## src/core/ufx_defs.svh

```systemverilog
// constants of the serial transmitter: offsets, field positions, reset values
// assumes inclusion by the transmitter module and the bench only
//
// Overview of operation
// - a frame is start bit, eight or nine data bits, one or two stop_count_select
// - after reset the format is eight data bits, no parity, one stop
// - parity is off, even or odd via enable and type controls
// - one shared format and 8-bit baud divisor; bits go out lsb first
// - the line sits high whenever no frame is being sent
// - port, transmit and receive enabled: drive transmit pin, use receive pin
// - disabling empties the buffer, clears transmit and receive enables and flags, sets idle flags
// - disabling aborts activity at once; re-enabling keeps the configuration
// - stop count choice affects only the transmitter; receiver checks one
// - field of 8 or 9 bits; top position may carry parity or address
// - in nine-bit mode without parity the top bit comes from a dedicated control bit
// - shifter reloads from buffer after the stop bits or while idle, if buffer full
// - sending starts only with enable and data, loaded in either order
// - clearing transmit enable mid-frame stop_count_select at once and resets transmitter
// - buffer writes are ignored while the empty flag is low
// - status access then buffer write clears empty and idle flags
// - empty flag set when buffer can take a word; enabled raises a request
// - write during a frame waits; write while idle loads shifter directly
// - idle flag set when a frame finishes, after stop_count_select or after a break
// - break held over divisor+1 cycles while idle makes next frame a break
// - breaks repeat while held; after release finish break then send stop_count_select
// - sending a break raises no transmit request
// - bit time is 64 or 16 times divisor plus one port clocks
`ifndef UFX_DEFS_SVH
`define UFX_DEFS_SVH
`define UFX_OFS_LINE_CTRL   12'h000
`define UFX_OFS_PORT_CTRL   12'h004
`define UFX_OFS_STATUS      12'h008
`define UFX_OFS_DATA        12'h00c
`define UFX_OFS_DIVISOR     12'h010
// line control fields
`define UFX_LC_WORD9        0
`define UFX_LC_PAR_EN       1
`define UFX_LC_PAR_ODD      2
`define UFX_LC_STOP2        3
`define UFX_LC_NINTH        4
`define UFX_LC_PORT_EN      7
// port control fields
`define UFX_PC_TRANSMIT_EMPTY_IRQ_ENABLE         0
`define UFX_PC_BREAK        2
`define UFX_PC_HISPEED      5
`define UFX_PC_RX_EN        6
`define UFX_PC_TX_EN        7
// status fields
`define UFX_ST_TX_EMPTY     0
`define UFX_ST_TX_IDLE      1
`define UFX_ST_RX_IDLE      2
// reset values
`define UFX_RST_LINE_CTRL   8'h00
`define UFX_RST_PORT_CTRL   8'h00
`define UFX_RST_DIVISOR     8'h00
// timing counts
`define UFX_LO_SHIFT        4'h6
`define UFX_HI_SHIFT        4'h4
`define UFX_BREAK_BITS      4'hd
`define UFX_BRK_EXTRA       10'h002
`endif

```

## src/core/ufx_pkg.sv

```systemverilog
// types of the serial transmitter
// assumes nothing beyond the constants header
package ufx_pkg;
  typedef enum logic [2:0] {
    UFX_IDLE,
    UFX_START,
    UFX_DATA,
    UFX_STOP,
    UFX_BRK
  } ufx_state_t;
endpackage

```

## src/core/ufx_uart_tx.sv

```systemverilog
// frame formatter, transmit buffer and shifter with apb register slave
// assumes one 250 mhz clock, apb master on the same clock
`timescale 1ns/1ns
`include "ufx_defs.svh"
module ufx_uart_tx #(
  parameter int DIV_W = 8
) (
  input  wire logic        clock_in,
  input  wire logic        rst_n_in,
  input  wire logic        psel_in,
  input  wire logic        penable_in,
  input  wire logic        pwrite_in,
  input  wire logic [11:0] paddr_in,
  input  wire logic [31:0] pwdata_in,
  output logic             pready_out,
  output logic [31:0]      prdata_out,
  output logic             pslverr_out,
  output logic             tx_out,
  output logic             tx_oe_out,
  output logic             rx_in_use_out,
  output logic             tx_irq_req_out
);
  import ufx_pkg::*;

  // ---------------------------------------------------------------
  // state
  // ---------------------------------------------------------------
  logic [7:0]       line_ctrl;
  logic [7:0]       port_ctrl;
  logic [DIV_W-1:0] baud_divisor;
  logic [7:0]       data_buffer;
  logic             buf_full;
  logic             transmit_empty_flag;
  logic             transmit_idle_flag;
  logic             status_armed;
  logic [8:0]       transmit_shifter;
  logic [3:0]       bit_idx;
  logic [14:0]      baud_cnt;
  logic [9:0]       hold_cnt;
  logic             brk_armed;
  ufx_state_t       state;
  ufx_state_t       next_state;

  // ---------------------------------------------------------------
  // decode
  // ---------------------------------------------------------------
  wire word9      = line_ctrl[`UFX_LC_WORD9];
  wire par_en     = line_ctrl[`UFX_LC_PAR_EN];
  wire par_odd    = line_ctrl[`UFX_LC_PAR_ODD];
  wire stop2      = line_ctrl[`UFX_LC_STOP2];
  wire ninth      = line_ctrl[`UFX_LC_NINTH];
  wire port_en    = line_ctrl[`UFX_LC_PORT_EN];
  wire send_break = port_ctrl[`UFX_PC_BREAK];
  wire tx_en      = port_ctrl[`UFX_PC_TX_EN];
  wire rx_en      = port_ctrl[`UFX_PC_RX_EN];
  wire transmit_empty_irq_enable       = port_ctrl[`UFX_PC_TRANSMIT_EMPTY_IRQ_ENABLE];
  wire hispeed    = port_ctrl[`UFX_PC_HISPEED];
  wire run        = port_en & tx_en;

  wire acc        = psel_in & penable_in & pready_out;
  wire wr         = acc & pwrite_in;
  wire sel_lc     = paddr_in == `UFX_OFS_LINE_CTRL;
  wire sel_pc     = paddr_in == `UFX_OFS_PORT_CTRL;
  wire sel_st     = paddr_in == `UFX_OFS_STATUS;
  wire sel_dt     = paddr_in == `UFX_OFS_DATA;
  wire sel_dv     = paddr_in == `UFX_OFS_DIVISOR;
  wire mapped     = sel_lc | sel_pc | sel_st | sel_dt | sel_dv;
  wire data_wr    = wr & sel_dt & transmit_empty_flag;
  wire clr_seq    = data_wr & status_armed;

  // ---------------------------------------------------------------
  // baud generator
  // ---------------------------------------------------------------
  wire [14:0] div_p1 = {{(15-DIV_W){1'b0}}, baud_divisor} + 15'h0001;
  wire [3:0]  shamt  = hispeed ? `UFX_HI_SHIFT : `UFX_LO_SHIFT;
  wire [14:0] period = div_p1 << shamt;
  wire        bit_tick = (state != UFX_IDLE) && (baud_cnt == period - 15'h0001);

  // ---------------------------------------------------------------
  // frame building
  // ---------------------------------------------------------------
  // idle write goes straight to the shifter, so frame it from the bus word
  wire [7:0] src_byte = (state == UFX_IDLE && run && data_wr) ? pwdata_in[7:0] : data_buffer;
  wire [7:0] pay8    = word9 ? src_byte : {1'b0, src_byte[6:0]};
  wire       par_bit = (^pay8) ^ par_odd;
  wire       top8    = par_en ? par_bit : src_byte[7];
  wire       top9    = par_en ? par_bit : ninth;
  wire [8:0] frame   = word9 ? {top9, src_byte} :
                               {1'b0, top8, src_byte[6:0]};
  wire [3:0] last_data = word9 ? 4'h8 : 4'h7;
  wire [3:0] last_stop = stop2 ? 4'h1 : 4'h0;

  wire idle_now   = state == UFX_IDLE;
  wire stop_done  = (state == UFX_STOP) && bit_tick && (bit_idx >= last_stop);
  wire free_slot  = idle_now | stop_done;
  wire brk_go     = free_slot & run & brk_armed;
  wire direct_ld  = idle_now & run & data_wr & ~brk_armed;
  wire buf_ld     = free_slot & run & buf_full & ~brk_armed;
  wire frame_go   = direct_ld | buf_ld | brk_go;
  wire brk_end    = (state == UFX_BRK) && bit_tick && (bit_idx == `UFX_BREAK_BITS - 4'h1);

  // ---------------------------------------------------------------
  // sequencer
  // ---------------------------------------------------------------
  always_comb begin
    next_state = state;
    case (state)
      UFX_IDLE: begin
        if (frame_go) begin
          next_state = UFX_START;
        end
      end
      UFX_START: begin
        if (bit_tick) begin
          next_state = brk_armed ? UFX_BRK : UFX_DATA;
        end
      end
      UFX_DATA: begin
        if (bit_tick && bit_idx >= last_data) begin
          next_state = UFX_STOP;
        end
      end
      UFX_STOP: begin
        if (stop_done) begin
          next_state = frame_go ? UFX_START : UFX_IDLE;
        end
      end
      UFX_BRK: begin
        if (brk_end && !send_break) begin
          next_state = UFX_STOP;
        end
      end
      default: next_state = UFX_IDLE;
    endcase
    if (!run) begin
      next_state = UFX_IDLE;
    end
  end

  wire state_chg = next_state != state;

  always_ff @(posedge clock_in or negedge rst_n_in) begin
    if (!rst_n_in) begin
      state    <= UFX_IDLE;
      bit_idx  <= 4'h0;
      baud_cnt <= 15'h0000;
    end else begin
      state    <= next_state;
      bit_idx  <= (state_chg || brk_end) ? 4'h0 : bit_idx + {3'h0, bit_tick};
      baud_cnt <= (state_chg || bit_tick || idle_now) ? 15'h0000 : baud_cnt + 15'h0001;
    end
  end

  always_ff @(posedge clock_in or negedge rst_n_in) begin
    if (!rst_n_in) begin
      transmit_shifter <= 9'h1ff;
    end else if ((direct_ld || buf_ld) && frame_go) begin
      transmit_shifter <= frame;
    end else if (state == UFX_DATA && bit_tick) begin
      transmit_shifter <= {1'b1, transmit_shifter[8:1]};
    end
  end

  // ---------------------------------------------------------------
  // break hold detect
  // ---------------------------------------------------------------
  wire brk_hold = run & send_break & transmit_idle_flag & idle_now;
  wire brk_long = hold_cnt >= ({{(10-DIV_W){1'b0}}, baud_divisor} + `UFX_BRK_EXTRA);

  always_ff @(posedge clock_in or negedge rst_n_in) begin
    if (!rst_n_in) begin
      hold_cnt  <= 10'h000;
      brk_armed <= 1'b0;
    end else begin
      hold_cnt  <= (brk_hold && !brk_long) ? hold_cnt + 10'h001 :
                   (brk_hold ? hold_cnt : 10'h000);
      brk_armed <= run & ((state == UFX_START && bit_tick) ? 1'b0 :
                          (brk_armed | (brk_hold & brk_long & ~frame_go)));
    end
  end

  // ---------------------------------------------------------------
  // buffer and flags
  // ---------------------------------------------------------------
  wire buf_take = data_wr & ~direct_ld;
  wire rd_status = acc & ~pwrite_in & sel_st;

  always_ff @(posedge clock_in or negedge rst_n_in) begin
    if (!rst_n_in) begin
      data_buffer         <= 8'h00;
      buf_full            <= 1'b0;
      transmit_empty_flag <= 1'b1;
      transmit_idle_flag  <= 1'b1;
      status_armed        <= 1'b0;
    end else if (!port_en) begin
      buf_full            <= 1'b0;
      transmit_empty_flag <= 1'b1;
      transmit_idle_flag  <= 1'b1;
      status_armed        <= 1'b0;
    end else begin
      if (data_wr) begin
        data_buffer <= pwdata_in[7:0];
      end
      buf_full <= buf_take | (buf_full & ~buf_ld);
      // set wins over the clearing write
      transmit_empty_flag <= buf_ld | direct_ld |
                             (transmit_empty_flag & ~(buf_take & clr_seq));
      transmit_idle_flag  <= stop_done | (transmit_idle_flag & ~clr_seq);
      status_armed        <= rd_status | (status_armed & ~data_wr);
    end
  end

  // ---------------------------------------------------------------
  // register slave
  // ---------------------------------------------------------------
  wire [7:0] status_val = {5'h00, 1'b1, transmit_idle_flag, transmit_empty_flag};
  wire [7:0] rd_val = sel_lc ? line_ctrl :
                      sel_pc ? port_ctrl :
                      sel_st ? status_val :
                      sel_dt ? data_buffer :
                      sel_dv ? baud_divisor[7:0] : 8'h00;

  always_ff @(posedge clock_in or negedge rst_n_in) begin
    if (!rst_n_in) begin
      line_ctrl    <= `UFX_RST_LINE_CTRL;
      port_ctrl    <= `UFX_RST_PORT_CTRL;
      baud_divisor <= `UFX_RST_DIVISOR;
    end else begin
      if (wr && sel_lc) begin
        line_ctrl <= pwdata_in[7:0];
      end
      if (wr && sel_dv) begin
        baud_divisor <= pwdata_in[DIV_W-1:0];
      end
      if (!port_en) begin
        port_ctrl <= port_ctrl & 8'h21;
      end else if (wr && sel_pc) begin
        port_ctrl <= pwdata_in[7:0];
      end
    end
  end

  always_ff @(posedge clock_in or negedge rst_n_in) begin
    if (!rst_n_in) begin
      pready_out  <= 1'b0;
      prdata_out  <= 32'h0000_0000;
      pslverr_out <= 1'b0;
    end else begin
      pready_out  <= psel_in & penable_in & ~pready_out;
      prdata_out  <= {24'h000000, rd_val};
      pslverr_out <= psel_in & penable_in & ~pready_out & ~mapped;
    end
  end

  // ---------------------------------------------------------------
  // pins
  // ---------------------------------------------------------------
  wire line_lvl = (state == UFX_START || state == UFX_BRK) ? 1'b0 :
                  (state == UFX_DATA) ? transmit_shifter[0] : 1'b1;

  always_ff @(posedge clock_in or negedge rst_n_in) begin
    if (!rst_n_in) begin
      tx_out         <= 1'b1;
      tx_oe_out      <= 1'b0;
      rx_in_use_out  <= 1'b0;
      tx_irq_req_out <= 1'b0;
    end else begin
      tx_out         <= line_lvl;
      tx_oe_out      <= run;
      rx_in_use_out  <= port_en & rx_en;
      tx_irq_req_out <= transmit_empty_flag & transmit_empty_irq_enable & port_en &
                        (state != UFX_BRK) & ~brk_armed;
    end
  end

  // ---------------------------------------------------------------
  // assertions
  // ---------------------------------------------------------------
  property p_idle_high;
    @(posedge clock_in) disable iff (!rst_n_in)
      state == UFX_IDLE |=> tx_out;
  endproperty
  a_idle_high: assert property (p_idle_high) else $error("line low while idle");

  property p_start_low;
    @(posedge clock_in) disable iff (!rst_n_in)
      state == UFX_START |=> !tx_out;
  endproperty
  a_start_low: assert property (p_start_low) else $error("start bit not low");

  property p_oe;
    @(posedge clock_in) disable iff (!rst_n_in)
      ##1 tx_oe_out == $past(port_en & tx_en);
  endproperty
  a_oe: assert property (p_oe) else $error("pin drive mismatch");

  property p_disable;
    @(posedge clock_in) disable iff (!rst_n_in)
      !port_en |=> transmit_empty_flag && transmit_idle_flag && !tx_en && !buf_full;
  endproperty
  a_disable: assert property (p_disable) else $error("disable did not reset flags");

  property p_abort;
    @(posedge clock_in) disable iff (!rst_n_in)
      !run |=> state == UFX_IDLE ##1 tx_out;
  endproperty
  a_abort: assert property (p_abort) else $error("frame not abandoned");

  property p_ignore;
    @(posedge clock_in) disable iff (!rst_n_in)
      wr && sel_dt && !transmit_empty_flag |=> $stable(data_buffer);
  endproperty
  a_ignore: assert property (p_ignore) else $error("write taken while full");

  property p_direct;
    @(posedge clock_in) disable iff (!rst_n_in)
      direct_ld |=> state == UFX_START && transmit_empty_flag;
  endproperty
  a_direct: assert property (p_direct) else $error("idle write did not start");

  property p_transmit_idle_flag;
    @(posedge clock_in) disable iff (!rst_n_in)
      stop_done && port_en |=> transmit_idle_flag;
  endproperty
  a_transmit_idle_flag: assert property (p_transmit_idle_flag) else $error("idle flag not set");

  property p_brk_irq;
    @(posedge clock_in) disable iff (!rst_n_in)
      state == UFX_BRK |=> !tx_irq_req_out;
  endproperty
  a_brk_irq: assert property (p_brk_irq) else $error("request during break");

  property p_reload;
    @(posedge clock_in) disable iff (!rst_n_in)
      buf_ld |=> state == UFX_START && transmit_empty_flag;
  endproperty
  a_reload: assert property (p_reload) else $error("buffer not reloaded");

  property p_brk_low;
    @(posedge clock_in) disable iff (!rst_n_in)
      state == UFX_BRK |=> !tx_out;
  endproperty
  a_brk_low: assert property (p_brk_low) else $error("break bit not low");

  c_frame: cover property (@(posedge clock_in) disable iff (!rst_n_in) stop_done);
  c_break: cover property (@(posedge clock_in) disable iff (!rst_n_in) brk_end);
  c_reload: cover property (@(posedge clock_in) disable iff (!rst_n_in) stop_done && buf_ld);
endmodule

```

## config.mk

```make
export PLATFORM = sky130hd
export DESIGN_NAME = ufx_uart_tx
export DESIGN_NICKNAME = d
export VERILOG_FILES = /design/src/core/ufx_pkg.sv /design/src/core/ufx_uart_tx.sv
export VERILOG_INCLUDE_DIRS = /design/src /design/src/core
export SDC_FILE = /design/constraint.sdc
export NUM_CORES = 1
export LEC_CHECK = 0
export BUFFER_PORTS_ARGS = -buffer_cell sky130_fd_sc_hd__buf_2
export CAP_MARGIN = 20
export CELL_PAD_IN_SITES_DETAIL_PLACEMENT = 1
export CELL_PAD_IN_SITES_GLOBAL_PLACEMENT = 1
export CORE_MARGIN = 8
export CORE_UTILIZATION = 49
export CTS_BUF_LIST = sky130_fd_sc_hd__clkbuf_4
export DETAILED_ROUTE_END_ITERATION = 8
export PLACE_DENSITY = 0.95
export SLEW_MARGIN = 20
export SYNTH_ARGS = -nofsm -noshare
export SYNTH_HDL_FRONTEND = slang
export SYNTH_SLANG_ARGS = --single-unit
```

## constraint.sdc

```tcl
create_clock -name clock_in -period 6.2 [get_ports clock_in]
set_input_delay 0.93 -clock clock_in [delete_from_list [all_inputs] [get_ports clock_in]]
set_output_delay 0.93 -clock clock_in [all_outputs]
set_load 0.1 [all_outputs]
```

# After elaboration in Yosys (flattened, before gate mapping)
# Index checks and enable logic that the tools add are counted.
# classes
n_reduce_logical,30
bitwise,58
magnitude_cmp,3
mux,37
n_eq_ne,14
shift,1
add_sub_neg,6
# ops
op,n
two-way mux 8 bit,9
bitwise AND 1 bit,35
two-way mux 9 bit,3
equality test 12 x 4 -> 1 bit (second input constant),2
two-way mux 3 bit,7
two-way mux 10 bit,2
logical AND 1 bit,16
adder 15 x 1 -> 15 bit (second input constant),1
equality test 15 bit,1
two-way mux 15 bit,1
case mux 3 bit (5 select lines),1
left shift 9 x 3 -> 15 bit,1
subtractor 15 x 1 -> 15 bit (second input constant),1
equality test 12 x 3 -> 1 bit (second input constant),1
equality test 12 x 5 -> 1 bit (second input constant),1
zero test 12 bit,1
bitwise OR 1 bit,12
two-way mux 1 bit,11
adder 10 x 1 -> 10 bit (second input constant),1
greater-or-equal comparator 10 x 9 -> 1 bit,1
inverter 1 bit,10
adder 8 x 1 -> 9 bit (second input constant),1
adder 8 x 2 -> 9 bit (second input constant),1
two-way mux 4 bit,2
other kinds (19),27
# totals
wordCells,171
out_inout_bits,38
in_bits,49
regBits,92

# Depth between registers and ports, before layout
# depth
ltp_word,21
ltp_mapped,15

# Least setup slack after synthesis
# Ideal clock, no wire load.
# synth_path
path_type,reg-to-reg
from,register baud_divisor[1]
to,register bit_idx[0]
n_path_buf,2
synth_period_minus_slack_ns,3.431
stages_incl_launch_ff,14
arrival_time_ns,3.312
setup_time_ns,0.119
path_slack_ns,2.769
cell_sequence,dfrtp_1 -> ha_1 -> buf_4 -> and4_1 -> buf_6 -> o22ai_2 -> nor2_4 -> xnor3_1 -> or4_4 -> or4_4 -> o41a_1 -> a211oi_2 -> nor2b_1 -> and2_1
# synth_between
elab_chain_cells,20
elab_cells_between_ends,30
# synth_lines
element,line_no,rtl
from (decl),ufx_uart_tx.sv:30,logic [DIV_W-1:0] baud_divisor;
from (signal assigned),ufx_uart_tx.sv:227,baud_divisor <= `UFX_RST_DIVISOR;
from (signal assigned),ufx_uart_tx.sv:233,baud_divisor <= pwdata_in[DIV_W-1:0];
adder 8 x 1 -> 9 bit (*),ufx_uart_tx.sv:74,"wire [14:0] div_p1 = {{(15-DIV_W){1'b0}}, baud_divisor} + 15'h0001;"
left shift 9 x 3 -> 15 bit (*),ufx_uart_tx.sv:76,wire [14:0] period = div_p1 << shamt;
subtractor 15 x 1 -> 15 bit (*),ufx_uart_tx.sv:77,wire bit_tick = (state != UFX_IDLE) && (baud_cnt == period - 15'h0001);
equality test 15 bit (*),ufx_uart_tx.sv:77,
logical AND 1 bit (*),ufx_uart_tx.sv:77,
logical AND 1 bit (2 in series),ufx_uart_tx.sv:94,wire stop_done = (state == UFX_STOP) && bit_tick && (bit_idx >= last_stop);
bitwise OR 1 bit,ufx_uart_tx.sv:95,wire free_slot = idle_now | stop_done;
bitwise AND 1 bit,"ufx_uart_tx.sv:96, ufx_uart_tx.sv:98",
bitwise AND 1 bit (2 in series),ufx_uart_tx.sv:98,wire buf_ld = free_slot & run & buf_full & ~brk_armed;
bitwise OR 1 bit (2 in series),ufx_uart_tx.sv:99,wire frame_go = direct_ld | buf_ld | brk_go;
two-way mux 1 bit,ufx_uart_tx.sv:125,next_state = frame_go ? UFX_START : UFX_IDLE;
two-way mux 3 bit,ufx_uart_tx.sv:124,if (stop_done) begin
case mux 3 bit (5 select lines),ufx_uart_tx.sv:107,case (state)
two-way mux 3 bit,ufx_uart_tx.sv:135,if (!run) begin
!= test 3 bit,ufx_uart_tx.sv:140,wire state_chg = next_state != state;
logical OR 1 bit,ufx_uart_tx.sv:149,"bit_idx <= (state_chg || brk_end) ? 4'h0 : bit_idx + {3'h0, bit_tick};"
two-way mux 4 bit (*),ufx_uart_tx.sv:149,
to (signal assigned),ufx_uart_tx.sv:149,
to (decl),ufx_uart_tx.sv:37,logic [3:0] bit_idx;
# Mark *: on every way between the ends. The rest lies on a longest branch, timed or not.
# A chain may end at the register's enable or synchronous reset.

# Worst setup path in the final report
# layout_path
from,register baud_divisor[2]
to,register brk_armed
# layout_between
elab_chain_cells,18
elab_cells_between_ends,23
# layout_lines
element,line_no,rtl
adder 8 x 1 -> 9 bit,ufx_uart_tx.sv:74,
left shift 9 x 3 -> 15 bit,ufx_uart_tx.sv:76,
subtractor 15 x 1 -> 15 bit,ufx_uart_tx.sv:77,
equality test 15 bit,ufx_uart_tx.sv:77,
logical AND 1 bit,ufx_uart_tx.sv:77,
logical AND 1 bit (2 in series),ufx_uart_tx.sv:94,
bitwise OR 1 bit,ufx_uart_tx.sv:95,
bitwise AND 1 bit,"ufx_uart_tx.sv:96, ufx_uart_tx.sv:98",
bitwise AND 1 bit (2 in series),ufx_uart_tx.sv:98,
bitwise OR 1 bit (2 in series),ufx_uart_tx.sv:99,
inverter 1 bit,ufx_uart_tx.sv:178,(brk_armed | (brk_hold & brk_long & ~frame_go)));
bitwise AND 1 bit,ufx_uart_tx.sv:178,
bitwise OR 1 bit,ufx_uart_tx.sv:178,
two-way mux 1 bit (*),ufx_uart_tx.sv:177,brk_armed <= run & ((state == UFX_START && bit_tick) ? 1'b0 :
bitwise AND 1 bit (*),ufx_uart_tx.sv:177,
to (signal assigned),ufx_uart_tx.sv:177,
to (decl),ufx_uart_tx.sv:40,logic brk_armed;
# Marked as above.

==> results.toml <==
[floorplan]
die_h_um = 128
coreArea_um2 = 12100
die_w_um = 128
start_util_pct = 50.6
fp-row-count = 40
io_pins = 87
dieArea_um2 = 16300

[place]
io_buffer_count = 38
place_ws_ns = 2.10
dp_hpwl_mm = 13.7
dpl.cell_count = 833
gp_congestion = 0.939
placed_area_um2 = 6270

[worst_setup_path]
reg2reg_to = "brk_armed"
cp_common_cell = "or4_4"
cpMaxStageDelayCell = "dfrtp_1"
crit_required_ns = 6.61
crit_chain = "ha_1, and4_1, o22ai_2, nor2_4, xnor3_1, or4_4, or4_4, nor3_1, nand2_1, o221a_2"
endpoint = "brk_armed"
crit_buf_inv = 0
critical_path.top_delay_family = "simple AND/OR/NAND/NOR gates"
cp.depth = 10
end_kind = "flop"
worst-r2r-setup-slack_ns = 2.05
critical_path.max_stage_delay_ns = 0.65
cp.arrival_ns = 4.56
r2r_cells = 10
crit_fanout = 13
startpoint_type = "flop"
startpoint = "baud_divisor[2]"
crit_type = "reg -> reg"
r2r_start = "baud_divisor[2]"

[yosys]
syn_area_um2 = 6100
postSynth.asyncResetShare_pct = 100
synth_top_family_by_area = "simple AND/OR/NAND/NOR gates"
synthAdderAreaFrac_pct = 4.31
ys.flop_type = "dfrtp_1"
synth-compound-area-share_pct = 12.8
synth_edf_count = 0
ys_ff_latch = 92
synth_simple_gate_area_share_pct = 19.6
synth_mux_area_share_pct = 10.0
yosysTopAreaCell = "dfrtp_1"
synth_top_area_share_pct = 32.8
yosys.cell_types.count = 74
synth.avg_cell_area_um2 = 9.33
synth_area_leaders = "dfrtp_1 33%, xnor2_1 5.6%, mux2i_1 5.6%, dfstp_2 5.2%, mux2_2 4.4%"
yosys_warnings = 0
synth-xor-area-share_pct = 8.24
ys_seq_area_share_pct = 38.0
synthCells = 654

[cts]
post-cts-setup-buffer-count = 0
cts_hold_buf = 0
cts_root_buf = "clkbuf_4"
cts_max_level = 3
clockBufferDepth = 2
numCtsBuffers = 9
cts_resized = 0
clock_latency_ns = 0.50
cts_tree = "yes"
clkSinkCount = 92
clk_pin_slew_ns = 0.17

[power_and_ir_drop]
pwr_density_cell_nw_per_um2 = 162
power_leakage_nw = 2.79
peakVddDrop_v = 0.000169

[global_route]
overflow = 0
grt_pass1_vias = 5486
grt_pass1_wl_mm = 29.4
grt_max_degree = 63
gr-usage-all-layers_pct = 22.7
grt_antenna_before_repair = 0

[job]
max_cap_viol_count = 0

[sta]
finalSetupTns_ns = 0
rsz0062_at_grt = "no"
clock_skew_ns = 0.0270
finalWorstSetupSlack_ns = 2.05
whs_ns = 0.343
fin_crit_ns = 4.15
relSlewSlack_pct = 35.9
post-route-period-util_pct = 66.9
setup_viol = 0
finalMaxSlewViolations = 0
worstMarginPinSlew_ns = 0.955
hold_viol_final = 0
max_freq_ghz = 0.241

[route]
viasPerCell = 6.14
drtIter0Drc = 451
drt-total-wl_mm = 18.0
route.detailed.drc = 0
wire_per_inst_um = 21.2
vias = 5214
firstDrtPassIters = 5
ant_nets = 0

[layout]
area_growth_pct = 4.78
drive_above_1_share_pct = 16.2
final_cell_mix = "80 x dfrtp_1, 60 x nor2_1, 55 x nand2_1, 39 x xnor2_1, 37 x buf_2"
finalNonFillerCells = 849
postLayoutCellArea_um2 = 6390
antenna_cells = 0
fill_cells = 1415
nets = 746
final_common_cell = "dfrtp_1"

[status]
outcome = "complete, no violations"

[worst_hold_path]
min_path_type = "in -> async"
==> flip-flops by register name, summed over array words and instances (netlist names) <==
signal,cells
baud_cnt,15
baud_divisor,8
bit_idx,4
brk_armed,1
buf_full,1
data_buffer,8
hold_cnt,10
line_ctrl,8
port_ctrl,8
prdata_out,8
pready_out,1
pslverr_out,1
rx_in_use_out,1
state,3
status_armed,1
transmit_empty_flag,1
transmit_idle_flag,1
transmit_shifter,9
tx_irq_req_out,1
tx_oe_out,1
tx_out,1
==> how the worst min path moves through the flow <==
stage                        endpoint  slack [ns]  cells past startpoint
final                       tx_oe_out        0.34                      1
after global routing       bit_idx[3]        0.36                      1
after CTS                  bit_idx[3]        0.34                      1
after detailed placement   pready_out        0.44                      1
after global placement    baud_cnt[0]        0.44                      1
after floorplan           baud_cnt[0]        0.43                      1
==> synthesized netlist by cell type, drive strengths merged, types with 9 or more instances <==
cell type / n
and3: 9
dfstp: 12
buf: 37
dfrtp: 80
nor4: 14
mux2i: 34
xor2: 14
mux2: 24
a21oi: 24
inv: 21
nor2: 61
clkbuf: 16
xnor2: 40
nor3: 17
o21ai: 26
nand3: 26
ha: 21
a31oi: 14
nand2: 55
a21o: 9
and2: 10
==> kinds of logic after synthesis <==
| family | count (synthesis) |
|---|---|
| AND/OR/NAND/NOR | 235 |
| AO/OA/AOI/OAI | 116 |
| flip-flops | 92 |
| buffers and inverters | 76 |
| multiplexers | 58 |
| XOR/XNOR | 55 |
| adder cells (fa/ha/maj) | 21 |
| other | 1 |
==> final cells by class <==
cell class                 count  area, µm²  area share, %
sequential                    92       2320           36.2
clock buffer                   9       67.6           1.06
tap                          168        210           3.29
timing repair buffer          41        215           3.37
clock inverter                 7       51.3          0.803
inverter                      23       86.3           1.35
multi-input combinational    509       3440           53.9
==> power by group <==
| group | internal (mW) | switching [mW] | leakage [nW] |
|---|---|---|---|
| combinational | 0.0144 | 0.101 | 1.52 |
| sequential | 0.602 | 0.000680 | 1.21 |
| clock | 0.0852 | 0.232 | 0.0648 |
==> metal layers <==
metal | part of all wire (%) | GRT usage (%)
met1 | 42 | 27.3
met2 | 49 | 38.0
met3 | 5.7 | 4.37
met4 | 3.9 | 11.9
met5 | 0 | 0
==> metrics by stage <==
step	power [mW]	util, %
3_5_place_dp	0.727	52.0
2_1_floorplan	0.707	-
3_3_place_gp	0.723	52.0
6_report	1.03	53.0
4_1_cts	1.04	53.0
5_1_grt	1.06	53.0
==> worst reg2reg max path, stage by stage, from the launching register on <==
cell     delay (ns)
dfrtp_1        0.65
ha_1           0.41
and4_1         0.40
o22ai_2        0.16
nor2_4         0.16
xnor3_1        0.31
or4_4          0.46
or4_4          0.51
nor3_1         0.50
nand2_1        0.21
o221a_2        0.31
(Power assumes the default switching activity.)
